===== config.mk =====
export PLATFORM = sky130hd
export DESIGN_NAME = osc_pll_control
export DESIGN_NICKNAME = d
export VERILOG_FILES = /design/src/rtl/osc_pkg.sv /design/src/rtl/settle_counter.sv /design/src/rtl/pll_route.sv /design/src/rtl/osc_pll_control.sv
export SDC_FILE = /design/constraint.sdc
export NUM_CORES = 1
export LEC_CHECK = 0
export BUFFER_PORTS_ARGS = -buffer_cell sky130_fd_sc_hd__buf_2
export CAP_MARGIN = 40
export CORE_AREA = 2 2 103 85
export DETAILED_ROUTE_END_ITERATION = 8
export DIE_AREA = 0 0 105 87
export GPL_TIMING_DRIVEN = 0
export HOLD_SLACK_MARGIN = 0.02
export PLACE_DENSITY = 0.82
export SYNTH_ARGS = -nofsm -noshare
export SYNTH_HDL_FRONTEND = slang
export SYNTH_SLANG_ARGS = --single-unit

===== constraint.sdc =====
create_clock -name pclk -period 1.9 [get_ports pclk]
set_clock_uncertainty 0.2 [all_clocks]
set_input_delay 0.095 -clock pclk [delete_from_list [all_inputs] [get_ports pclk]]
set_output_delay 0.095 -clock pclk [all_outputs]
set_load 0.005 [all_outputs]

===== src/rtl/osc_pkg.sv =====
// constants, register layouts and types for the oscillator and pll control block
package osc_pkg;
	localparam logic [11:0] internal_osc_control_addr = 12'h000;
	localparam logic [11:0] crystal_osc_control_addr = 12'h004;
	localparam logic [11:0] pll_control_addr = 12'h008;
	localparam logic [11:0] irq_status_addr = 12'h00c;
	localparam logic [11:0] irq_mask_addr = 12'h010;
	localparam logic [11:0] clock_source_addr = 12'h014;
	// internal_osc_control fields
	localparam int auto_trim_enable_bit = 7;
	localparam int trim_done_flag_bit = 6;
	localparam int trim_fix_enable_bit = 5;
	localparam int rc_osc_stable_flag_bit = 1;
	localparam int rc_osc_enable_bit = 0;
	// crystal_osc_control fields
	localparam int crystal_range_select_bit = 2;
	localparam int crystal_stable_flag_bit = 1;
	localparam int crystal_enable_bit = 0;
	// pll_control fields
	localparam int reserved_top_bit_pos = 7;
	localparam int pll_input_select_bit = 5;
	localparam int pll_output_select_lsb = 2;
	localparam int pll_stable_flag_bit = 1;
	localparam int pll_enable_bit = 0;
	// clock_source field
	localparam int high_source_select_bit = 0;
	// interrupt status layout
	localparam int irq_rc_stable_bit = 0;
	localparam int irq_crystal_stable_bit = 1;
	localparam int irq_pll_stable_bit = 2;
	localparam int irq_trim_done_bit = 3;
	localparam int irq_width = 4;
	// reset values
	localparam logic rc_osc_enable_rst = 1'b1;
	localparam logic pll_enable_rst = 1'b1;
	localparam logic [2:0] pll_output_select_rst = 3'h0;
	localparam logic high_source_select_rst = 1'b0;
	// pll output select codes
	localparam logic [2:0] pll_out_6mhz = 3'h4;
	localparam logic [2:0] pll_out_12mhz = 3'h5;
	localparam logic [2:0] pll_out_16mhz = 3'h6;
	localparam logic [2:0] pll_out_reserved = 3'h7;
	// ten megahertz crystal range boundary in khz
	localparam int crystal_range_limit_khz = 10000;
	localparam int pll_multiply = 8;
	localparam int pll_halve = 2;
	// timing in pclk cycles at 125 MHz
	localparam int clk_period_ns = 8;
	localparam int rc_settle_ns = 2000;
	localparam int crystal_settle_ns = 8000;
	localparam int pll_settle_ns = 4000;
	localparam int trim_settle_ns = 16000;
	localparam int rc_settle_cycles = (rc_settle_ns + clk_period_ns - 1) / clk_period_ns;
	localparam int crystal_settle_cycles = (crystal_settle_ns + clk_period_ns - 1) / clk_period_ns;
	localparam int pll_settle_cycles = (pll_settle_ns + clk_period_ns - 1) / clk_period_ns;
	localparam int trim_settle_cycles = (trim_settle_ns + clk_period_ns - 1) / clk_period_ns;
	// pll reference path
	typedef enum logic [2:0] {
		path_off = 3'b001,
		path_halve_mult = 3'b010,
		path_mult = 3'b100
	} pll_path_type;
	typedef struct packed {
		logic pll_active;
		logic [1:0] pre_divide;
		logic [3:0] multiply;
		logic use_pll_output;
		logic [2:0] output_code;
	} pll_route_type;
	typedef struct packed {
		logic trim_done;
		logic pll_stable;
		logic crystal_stable;
		logic rc_stable;
	} osc_events_type;
endpackage


===== src/rtl/settle_counter.sv =====
// counts enabled cycles and raises a stable level once the count is reached
`timescale 1ns/1ps
module settle_counter #(
	parameter int cycles = 16
) (
	input wire logic pclk,
	input wire logic presetn,
	input wire logic enable,
	output logic stable,
	output logic rise
);
	localparam int cnt_w = $clog2(cycles + 1);
	localparam logic [cnt_w-1:0] cnt_last = cnt_w'(cycles);
	logic [cnt_w-1:0] count_q, count_d;
	logic stable_q, stable_d;

	always_comb begin
		count_d = count_q;
		stable_d = stable_q;
		if (!enable) begin
			count_d = '0;
			stable_d = 1'b0;
		end else if (!stable_q) begin
			if (count_q == cnt_last - cnt_w'(1)) begin
				stable_d = 1'b1;
			end
			count_d = count_q + cnt_w'(1);
		end
	end

	always_ff @(posedge pclk or negedge presetn) begin
		if (!presetn) begin
			count_q <= '0;
			stable_q <= 1'b0;
		end else begin
			count_q <= count_d;
			stable_q <= stable_d;
		end
	end

	assign stable = stable_q;
	assign rise = stable_d & ~stable_q;
endmodule


===== src/rtl/pll_route.sv =====
// decodes pll reference path and output routing from the control fields
`timescale 1ns/1ps
module pll_route (
	input wire logic pclk,
	input wire logic presetn,
	input wire logic pll_enable,
	input wire logic pll_input_select,
	input wire logic high_source_select,
	input wire logic [2:0] pll_output_select,
	output osc_pkg::pll_route_type route,
	output osc_pkg::pll_path_type path
);
	import osc_pkg::*;
	pll_route_type route_q, route_d;
	pll_path_type path_q, path_d;

	always_comb begin
		route_d = '0;
		path_d = path_off;
		route_d.pll_active = pll_enable;
		route_d.output_code = pll_output_select;
		// top bit low routes the plain oscillator; 111 is reserved and keeps it too
		route_d.use_pll_output = pll_output_select[2] && (pll_output_select != pll_out_reserved);
		if (pll_enable) begin
			// rc source is always 12 MHz, so it takes the halving path
			if (!pll_input_select || !high_source_select) begin
				path_d = path_halve_mult;
				route_d.pre_divide = 2'(pll_halve);
			end else begin
				path_d = path_mult;
				route_d.pre_divide = 2'd1;
			end
			route_d.multiply = 4'(pll_multiply);
		end
	end

	always_ff @(posedge pclk or negedge presetn) begin
		if (!presetn) begin
			route_q <= '0;
			path_q <= path_off;
		end else begin
			route_q <= route_d;
			path_q <= path_d;
		end
	end

	assign route = route_q;
	assign path = path_q;
endmodule


===== src/rtl/osc_pll_control.sv =====
// oscillator, crystal and pll control registers with stable flags, trimming and interrupts
`timescale 1ns/1ps
module osc_pll_control #(
	parameter int rc_cycles = osc_pkg::rc_settle_cycles,
	parameter int crystal_cycles = osc_pkg::crystal_settle_cycles,
	parameter int pll_cycles = osc_pkg::pll_settle_cycles,
	parameter int trim_cycles = osc_pkg::trim_settle_cycles
) (
	input wire logic pclk,
	input wire logic presetn,
	input wire logic psel,
	input wire logic penable,
	input wire logic pwrite,
	input wire logic [11:0] paddr,
	input wire logic [31:0] pwdata,
	input wire logic [3:0] pstrb,
	output logic [31:0] prdata,
	output logic pready,
	output logic pslverr,
	input wire logic usb_mode,
	input wire logic crystal_pins_active,
	output logic rc_osc_on,
	output logic crystal_on,
	output logic crystal_high_range,
	output logic trim_active,
	output osc_pkg::pll_route_type pll_route_out,
	output osc_pkg::pll_path_type pll_path_out,
	output logic irq
);
	import osc_pkg::*;

	logic usb_mode_s1_q, usb_mode_s2_q;
	logic pins_s1_q, pins_s2_q;

	logic auto_trim_enable_q, auto_trim_enable_d;
	logic trim_done_flag_q, trim_done_flag_d;
	logic trim_fix_enable_q, trim_fix_enable_d;
	logic rc_osc_enable_q, rc_osc_enable_d;
	logic crystal_range_select_q, crystal_range_select_d;
	logic crystal_enable_q, crystal_enable_d;
	logic reserved_top_bit_q, reserved_top_bit_d;
	logic pll_input_select_q, pll_input_select_d;
	logic [2:0] pll_output_select_q, pll_output_select_d;
	logic pll_enable_q, pll_enable_d;
	logic high_source_select_q, high_source_select_d;
	logic [irq_width-1:0] irq_status_q, irq_status_d;
	logic [irq_width-1:0] irq_mask_q, irq_mask_d;
	logic [31:0] prdata_q, prdata_d;

	logic rc_stable, rc_rise;
	logic crystal_stable, crystal_rise;
	logic pll_stable, pll_rise;
	logic trim_settled, trim_rise;
	logic wr, rd, lane0, mapped;
	logic [7:0] wbyte;
	osc_events_type ev;

	// pins from outside the pclk domain pass two flip-flops
	always_ff @(posedge pclk or negedge presetn) begin
		if (!presetn) begin
			usb_mode_s1_q <= 1'b0;
			usb_mode_s2_q <= 1'b0;
			pins_s1_q <= 1'b0;
			pins_s2_q <= 1'b0;
		end else begin
			usb_mode_s1_q <= usb_mode;
			usb_mode_s2_q <= usb_mode_s1_q;
			pins_s1_q <= crystal_pins_active;
			pins_s2_q <= pins_s1_q;
		end
	end

	settle_counter #(.cycles(rc_cycles)) u_rc_settle (
		.pclk(pclk),
		.presetn(presetn),
		.enable(rc_osc_enable_q),
		.stable(rc_stable),
		.rise(rc_rise)
	);

	settle_counter #(.cycles(crystal_cycles)) u_crystal_settle (
		.pclk(pclk),
		.presetn(presetn),
		.enable(crystal_enable_q),
		.stable(crystal_stable),
		.rise(crystal_rise)
	);

	settle_counter #(.cycles(pll_cycles)) u_pll_settle (
		.pclk(pclk),
		.presetn(presetn),
		.enable(pll_enable_q),
		.stable(pll_stable),
		.rise(pll_rise)
	);

	// trimming only runs with a running rc oscillator in usb mode
	assign trim_active = auto_trim_enable_q & usb_mode_s2_q & rc_stable;

	settle_counter #(.cycles(trim_cycles)) u_trim_settle (
		.pclk(pclk),
		.presetn(presetn),
		.enable(trim_active),
		.stable(trim_settled),
		.rise(trim_rise)
	);

	pll_route u_pll_route (
		.pclk(pclk),
		.presetn(presetn),
		.pll_enable(pll_enable_q),
		.pll_input_select(pll_input_select_q),
		.high_source_select(high_source_select_q),
		.pll_output_select(pll_output_select_q),
		.route(pll_route_out),
		.path(pll_path_out)
	);

	assign wr = psel & penable & pwrite;
	assign rd = psel & ~penable & ~pwrite;
	assign lane0 = pstrb[0];
	assign wbyte = pwdata[7:0];
	assign mapped = (paddr == internal_osc_control_addr) || (paddr == crystal_osc_control_addr) ||
		(paddr == pll_control_addr) || (paddr == irq_status_addr) ||
		(paddr == irq_mask_addr) || (paddr == clock_source_addr);

	always_comb begin
		ev.rc_stable = rc_rise;
		ev.crystal_stable = crystal_rise;
		ev.pll_stable = pll_rise;
		ev.trim_done = trim_rise;
	end

	always_comb begin
		auto_trim_enable_d = auto_trim_enable_q;
		trim_done_flag_d = trim_done_flag_q;
		trim_fix_enable_d = trim_fix_enable_q;
		rc_osc_enable_d = rc_osc_enable_q;
		crystal_range_select_d = crystal_range_select_q;
		crystal_enable_d = crystal_enable_q;
		reserved_top_bit_d = reserved_top_bit_q;
		pll_input_select_d = pll_input_select_q;
		pll_output_select_d = pll_output_select_q;
		pll_enable_d = pll_enable_q;
		high_source_select_d = high_source_select_q;
		irq_status_d = irq_status_q;
		irq_mask_d = irq_mask_q;
		if (wr && lane0) begin
			case (paddr)
				internal_osc_control_addr: begin
					auto_trim_enable_d = wbyte[auto_trim_enable_bit];
					// writing zero clears; writing one leaves it alone
					if (!wbyte[trim_done_flag_bit]) begin
						trim_done_flag_d = 1'b0;
					end
					trim_fix_enable_d = wbyte[trim_fix_enable_bit];
					rc_osc_enable_d = wbyte[rc_osc_enable_bit];
				end
				crystal_osc_control_addr: begin
					// range is frozen while the crystal runs on active pins
					if (!(crystal_enable_q && pins_s2_q)) begin
						crystal_range_select_d = wbyte[crystal_range_select_bit];
					end
					crystal_enable_d = wbyte[crystal_enable_bit];
				end
				pll_control_addr: begin
					reserved_top_bit_d = wbyte[reserved_top_bit_pos];
					pll_input_select_d = wbyte[pll_input_select_bit];
					pll_output_select_d = wbyte[pll_output_select_lsb +: 3];
					pll_enable_d = wbyte[pll_enable_bit];
				end
				irq_status_addr: begin
					irq_status_d = irq_status_q & ~wbyte[irq_width-1:0];
				end
				irq_mask_addr: begin
					irq_mask_d = wbyte[irq_width-1:0];
				end
				clock_source_addr: begin
					high_source_select_d = wbyte[high_source_select_bit];
				end
				default: begin
				end
			endcase
		end
		// flag sets when trimming settles and clears when trimming stops; hardware set wins over a clear
		if (!auto_trim_enable_d || !trim_active) begin
			trim_done_flag_d = 1'b0;
		end else if (trim_rise) begin
			trim_done_flag_d = 1'b1;
		end
		if (!high_source_select_d) begin
			pll_input_select_d = 1'b0;
		end
		irq_status_d = irq_status_d | ev;
	end

	always_comb begin
		prdata_d = prdata_q;
		if (rd) begin
			prdata_d = '0;
			case (paddr)
				internal_osc_control_addr: begin
					prdata_d[auto_trim_enable_bit] = auto_trim_enable_q;
					prdata_d[trim_done_flag_bit] = trim_done_flag_q;
					prdata_d[trim_fix_enable_bit] = trim_fix_enable_q;
					prdata_d[rc_osc_stable_flag_bit] = rc_stable;
					prdata_d[rc_osc_enable_bit] = rc_osc_enable_q;
				end
				crystal_osc_control_addr: begin
					prdata_d[crystal_range_select_bit] = crystal_range_select_q;
					prdata_d[crystal_stable_flag_bit] = crystal_stable;
					prdata_d[crystal_enable_bit] = crystal_enable_q;
				end
				pll_control_addr: begin
					prdata_d[reserved_top_bit_pos] = reserved_top_bit_q;
					prdata_d[pll_input_select_bit] = pll_input_select_q;
					prdata_d[pll_output_select_lsb +: 3] = pll_output_select_q;
					prdata_d[pll_stable_flag_bit] = pll_stable;
					prdata_d[pll_enable_bit] = pll_enable_q;
				end
				irq_status_addr: begin
					prdata_d[irq_width-1:0] = irq_status_q;
				end
				irq_mask_addr: begin
					prdata_d[irq_width-1:0] = irq_mask_q;
				end
				clock_source_addr: begin
					prdata_d[high_source_select_bit] = high_source_select_q;
				end
				default: begin
				end
			endcase
		end
	end

	always_ff @(posedge pclk or negedge presetn) begin
		if (!presetn) begin
			auto_trim_enable_q <= 1'b0;
			trim_done_flag_q <= 1'b0;
			trim_fix_enable_q <= 1'b0;
			rc_osc_enable_q <= rc_osc_enable_rst;
			crystal_range_select_q <= 1'b0;
			crystal_enable_q <= 1'b0;
			reserved_top_bit_q <= 1'b0;
			pll_input_select_q <= 1'b0;
			pll_output_select_q <= pll_output_select_rst;
			pll_enable_q <= pll_enable_rst;
			high_source_select_q <= high_source_select_rst;
			irq_status_q <= '0;
			irq_mask_q <= '0;
			prdata_q <= '0;
		end else begin
			auto_trim_enable_q <= auto_trim_enable_d;
			trim_done_flag_q <= trim_done_flag_d;
			trim_fix_enable_q <= trim_fix_enable_d;
			rc_osc_enable_q <= rc_osc_enable_d;
			crystal_range_select_q <= crystal_range_select_d;
			crystal_enable_q <= crystal_enable_d;
			reserved_top_bit_q <= reserved_top_bit_d;
			pll_input_select_q <= pll_input_select_d;
			pll_output_select_q <= pll_output_select_d;
			pll_enable_q <= pll_enable_d;
			high_source_select_q <= high_source_select_d;
			irq_status_q <= irq_status_d;
			irq_mask_q <= irq_mask_d;
			prdata_q <= prdata_d;
		end
	end

	// no wait states: every access completes in its first access cycle
	assign pready = 1'b1;
	assign pslverr = psel & penable & ~mapped;
	assign prdata = prdata_q;
	assign rc_osc_on = rc_osc_enable_q;
	assign crystal_on = crystal_enable_q;
	assign crystal_high_range = crystal_range_select_q;
	assign irq = |(irq_status_q & irq_mask_q);
endmodule


-- Word level (Yosys, flattened, before mapping)
Cells that the tools add are included.
- bitwise gates (word level): 23
- eq/ne operators: 17
- muxes and demuxes: 46
- $add $sub $neg: 4
- reductions and logical operators: 25
- operator list (cell ; number):
    $mux 1 ; 26
    $eq 12x4->1 const B ; 2
    $eq 12x5->1 const B ; 2
    $mux 11 ; 2
    $mux 10 ; 2
    $mux 9 ; 2
    $mux 8 ; 2
    $eq 12x3->1 const B ; 1
    $logic_not 12->1 ; 1
    $add 11x1->11 const B ; 1
    $and 1x1->1 ; 11
    $eq 11x11->1 const B ; 1
    $add 10x1->10 const B ; 1
    $eq 10x10->1 const B ; 1
    $reduce_and 2->1 ; 5
    $add 9x1->9 const B ; 1
    $eq 9x9->1 const B ; 1
    $add 8x1->8 const B ; 1
    $and 4x4->4 ; 2
    $eq 8x8->1 const B ; 1
    $mux 4 ; 2
    $ne 2x2->1 const B ; 4
    $not 1->1 ; 8
    $logic_or 1x1->1 ; 7
    18 further kinds ; 28
- bits of input ports: 55
- output and inout bits: 53
- register bits after elaboration: 89

-- Logic depth before layout (Yosys ltp)
- word-level depth: 8
- depth in mapped cells: 6
- gate-level depth less buffers: 5

-- Cells and area by module
Synthesis repeated with hierarchy kept, for this count alone.
- cell total of the unflattened synthesis: 399
- area total of the unflattened synthesis: 4339.2 um^2
- by module, submodules not included (module ; sequential area each (um^2) ; cells an instance ; area each (um^2) ; times used):
    osc_pll_control ; 828.3 ; 162 ; 1805.5 ; 1
    settle_counter (u_trim_settle) ; 300.3 ; 61 ; 633.1 ; 1
    settle_counter (u_crystal_settle) ; 275.3 ; 59 ; 601.8 ; 1
    settle_counter (u_pll_settle) ; 250.2 ; 54 ; 536.8 ; 1
    settle_counter (u_rc_settle) ; 225.2 ; 44 ; 483.0 ; 1
    pll_route ; 201.4 ; 19 ; 279.0 ; 1

-- Worst setup path before layout
OpenSTA, ideal clock, no wires.
- path kind: input to register
- from: input port paddr[1]
- to: register auto_trim_enable_q
- library setup time: 0.128 ns
- data required time: 1.572 ns
- setup slack: -0.184 ns
- buffers on the path: 0
- stages: 4
- data arrival time: 1.757 ns
- cells stage by stage: or4_4 -> or4_4 -> nor4b_4 -> mux2_1
- cells in the longest elaborated chain, start to end: 3
- RTL lines (element ; RTL line ; RTL):
    start: declaration ; osc_pll_control.sv:14 ; input wire logic [11:0] paddr,
    $logic_not 12->1 ; osc_pll_control.sv:149 ; case (paddr)
    $mux 1 ; osc_pll_control.sv:149 ;
    $mux 1 ; osc_pll_control.sv:148 ; if (wr && lane0) begin
    via auto_trim_enable_d ; osc_pll_control.sv:35 ; logic auto_trim_enable_q, auto_trim_enable_d;
    end signal: assignment ; osc_pll_control.sv:253 ; auto_trim_enable_q <= auto_trim_enable_d;
    end: declaration ; osc_pll_control.sv:35 ;
The timed path passes the listed nets, and every way through them passes these cells.
A chain may end at the register's enable or synchronous reset.

-- Worst setup path after layout
- from: input port paddr[8]
- to: register trim_fix_enable_q
- cells in the longest elaborated chain, start to end: 2
- RTL lines (element ; RTL line ; RTL):
    $logic_not 12->1 ; osc_pll_control.sv:149 ;
    $reduce_and 2->1 (no line) ; - ;
    end signal: assignment ; osc_pll_control.sv:255 ; trim_fix_enable_q <= trim_fix_enable_d;
    end: declaration ; osc_pll_control.sv:37 ; logic trim_fix_enable_q, trim_fix_enable_d;
No other way between the ends.

==> out/results.ini <==
[global_routing]
first_global_vias=3057
grt_antenna_before_repair=0
overflow=0
grt_usage_pct=20.6
grt_pass1_wl_mm=14.6
grt_max_degree=48

[placed_design]
place.gp.congestion=0.861
hpwl_mm=6.46
portBuffers=51
placedCellCount=582

[die]
die_w_um=105
die-height_um=87
io_pins=108
rows=30
core_mm2=0.00818
initial_core_util_pct=50.9
dieArea_mm2=0.00914

[timing]
timing.hold.ws_ps=-204
slew_viol_final=0
slew_headroom_pct=62.1
worst_slack_ps=-49.4
worst_pin_slew_ps=554
max_freq_mhz=513
setup_viol=1
rsz0062_at_grt=true
period_minus_slack_ps=1950
hold_viol=3
min_period_over_period_pct=103
tns_ps=-49.4

[cells_and_area]
diodes=0
drive_gt1_share_pct=25.4
fin_nets=559
final_cells=616
syn_to_final_growth_pct=22.7
post-route-util_pct=62.4

[route]
drt_wl_total_mm=9.08
vias_per_cell=5.20
drt-pass1-iter-count=5
wirelength_met1_mm=4.00
top_layer=met4
wl_per_cell_um=14.7
drt_iter0_markers=199
via_count=3202
route.detailed.drc=0
antenna_left=0
wl_met2_mm=4.37
wl_met3_um=535

[worst_setup_path]
cp_cell_sequence=buf_6 > or4_4 > or4_4 > nor4b_4 > mux2_1
startpoint=paddr[8]
cp-end-kind=flop
crit_required_ps=1940
cpMostUsedCell=or4_4
cp_max_fo=4
r2r_cells=5
critPathKind=in -> reg
critPathArrivalTime_ps=1990
r2r_start=u_trim_settle.count_q[0]
crit_slowest_cell=or4_4
max_stage_delay_ps=590
startpoint_type=primary input

[synth]
synthArstFlopShare_pct=100
syn_area_mm2=0.00416
synth_top_area_cell=dfrtp_1
synthTopCellsByArea=dfrtp_1 48%, buf_4 5.6%, xnor2_1 3.2%
yosysMostFrequentCell=dfrtp_1
seq_area_frac_synth_pct=50.0
syn_avg_cell_area_um2=10.6
yosys_warnings=0
synth_edf_count=0
synth_common_cells=80 x dfrtp_1, 32 x nand2_1, 31 x buf_4, 25 x nor2_1
syn_inst=392
synth.distinct_cells=50
synth_top_area_share_pct=48.1
synth-main-ff-cell=dfrtp_1
ys_ff_latch=83

[clocking]
htree_levels=3
cts_sinks=83
path_clk_slew_ps=70
numCtsBuffers=9
clockBufferDepth=2
clk_latency_ps=370
hold_buffers=17
root_buffer=clkbuf_8
cts_tree=built

[hold_path]
min_path_cells=2
worstHoldStart=pwdata[5]
hold_class=in -> reg

[pwr]
vdd.ir_drop.worst_mv=0.500
power_mw=3.25
p_leak_nw=2.44
powerDensity_mw_per_mm2=636

[run]
maxCapViolations=0

[status]
violations=hold timing, setup timing
status=finished with violations

-- worst max-delay path: cells and delay by family --
family,cells,cell delay [ps]
simple gates,3,1440
buf+inv,1,90
mux,1,370
-- report_power, final --
part	switching, mW	internal (mW)
Sequential	0.00184	1.77
Combinational	0.119	0.0991
Clock	0.620	0.636
-- final timing paths --
path	to	slack, ps
max	trim_fix_enable_q	-50
min	trim_fix_enable_q	-200
max reg2reg	trim_done_flag_q	100
min reg2reg	pins_s2_q	160
max in group asynchronous	u_pll_route.path[0]	820
min in group asynchronous	u_crystal_settle.count_q[7]	30
-- sequential cells by signal, summed over array words and instances (netlist names), 2 cells and up --
signal	count
irq_mask_q	4
irq_status_q	4
pll_output_select_q	3
prdata	8
u_crystal_settle.count_q	10
u_pll_route.path	2
u_pll_route.route	6
u_pll_settle.count_q	9
u_rc_settle.count_q	8
u_trim_settle.count_q	11
-- per-stage QoR --
step	worst slack (ps)	instance area, um2
2_1_floorplan	-183	4270
3_5_place_dp	-424	4700
4_1_cts	-19.7	5060
5_1_grt	-57.4	5100
6_report	-49.4	5100
3_3_place_gp	-383	4670
-- timing repair --
item | CTS | global route
resized for setup | 0 | 7
cloned | 0 | 0
pin swaps | 0 | 2
setup endpoints to repair | 2 | 11
setup buffers | 0 | 2
endpoints found under the hold margin | 112 | 3
-- routing by layer --
metal  global-route usage [%]  up-vias
li1                         -     1529
met2                     33.1      117
met4                     7.03        0
met5                        0        -
met3                     6.96       20
met1                     26.5     1536
-- area by class of cell --
cell class | instances | area (um2)
plain buffers | 45 | 285
well taps | 112 | 140
clock buffers | 11 | 141
fillers | 651 | 3080
multi-input cells | 281 | 1900
flip-flops and latches | 83 | 2080
repair buffers | 71 | 479
clock inverters | 5 | 52.6
inverters | 8 | 30.0
-- placed cells by master (no fill, tap or decap), types with 4 or more instances in the layout --
| cell | n |
|---|---|
| dfrtp_1 | 80 |
| buf_2 | 49 |
| buf_4 | 34 |
| nand2_1 | 32 |
| conb_1 | 28 |
| nor2_1 | 24 |
| dlygate4sd3_1 | 16 |
| xnor2_1 | 15 |
| and2_1 | 15 |
| clkbuf_1 | 14 |
| o21ai_0 | 13 |
| nand3_1 | 12 |
| nand4_1 | 12 |
| xor2_1 | 12 |
| a21oi_1 | 11 |
| mux2_2 | 10 |
| clkbuf_8 | 10 |
| inv_1 | 8 |
| or3_1 | 7 |
| nand4b_1 | 6 |
| nor3_1 | 6 |
| mux2i_1 | 6 |
| and3_1 | 5 |
| nor2b_1 | 5 |
| a21boi_0 | 5 |
| mux2_4 | 5 |
| ha_1 | 5 |
| o21a_1 | 4 |
-- cells by family (layout without fill, tap and decap cells) --
kind of cell	Yosys count	after routing	share of synthesized area, %
simple gates	143	143	19.7
other cells	2	28	0.180
flops	83	83	50.0
fa+ha+maj	5	5	1.50
compound gates	54	54	8.72
xor+xnor	27	27	5.68
buf+inv	54	140	7.67
mux	24	24	6.58
Power figures use the tool's default switching activity.
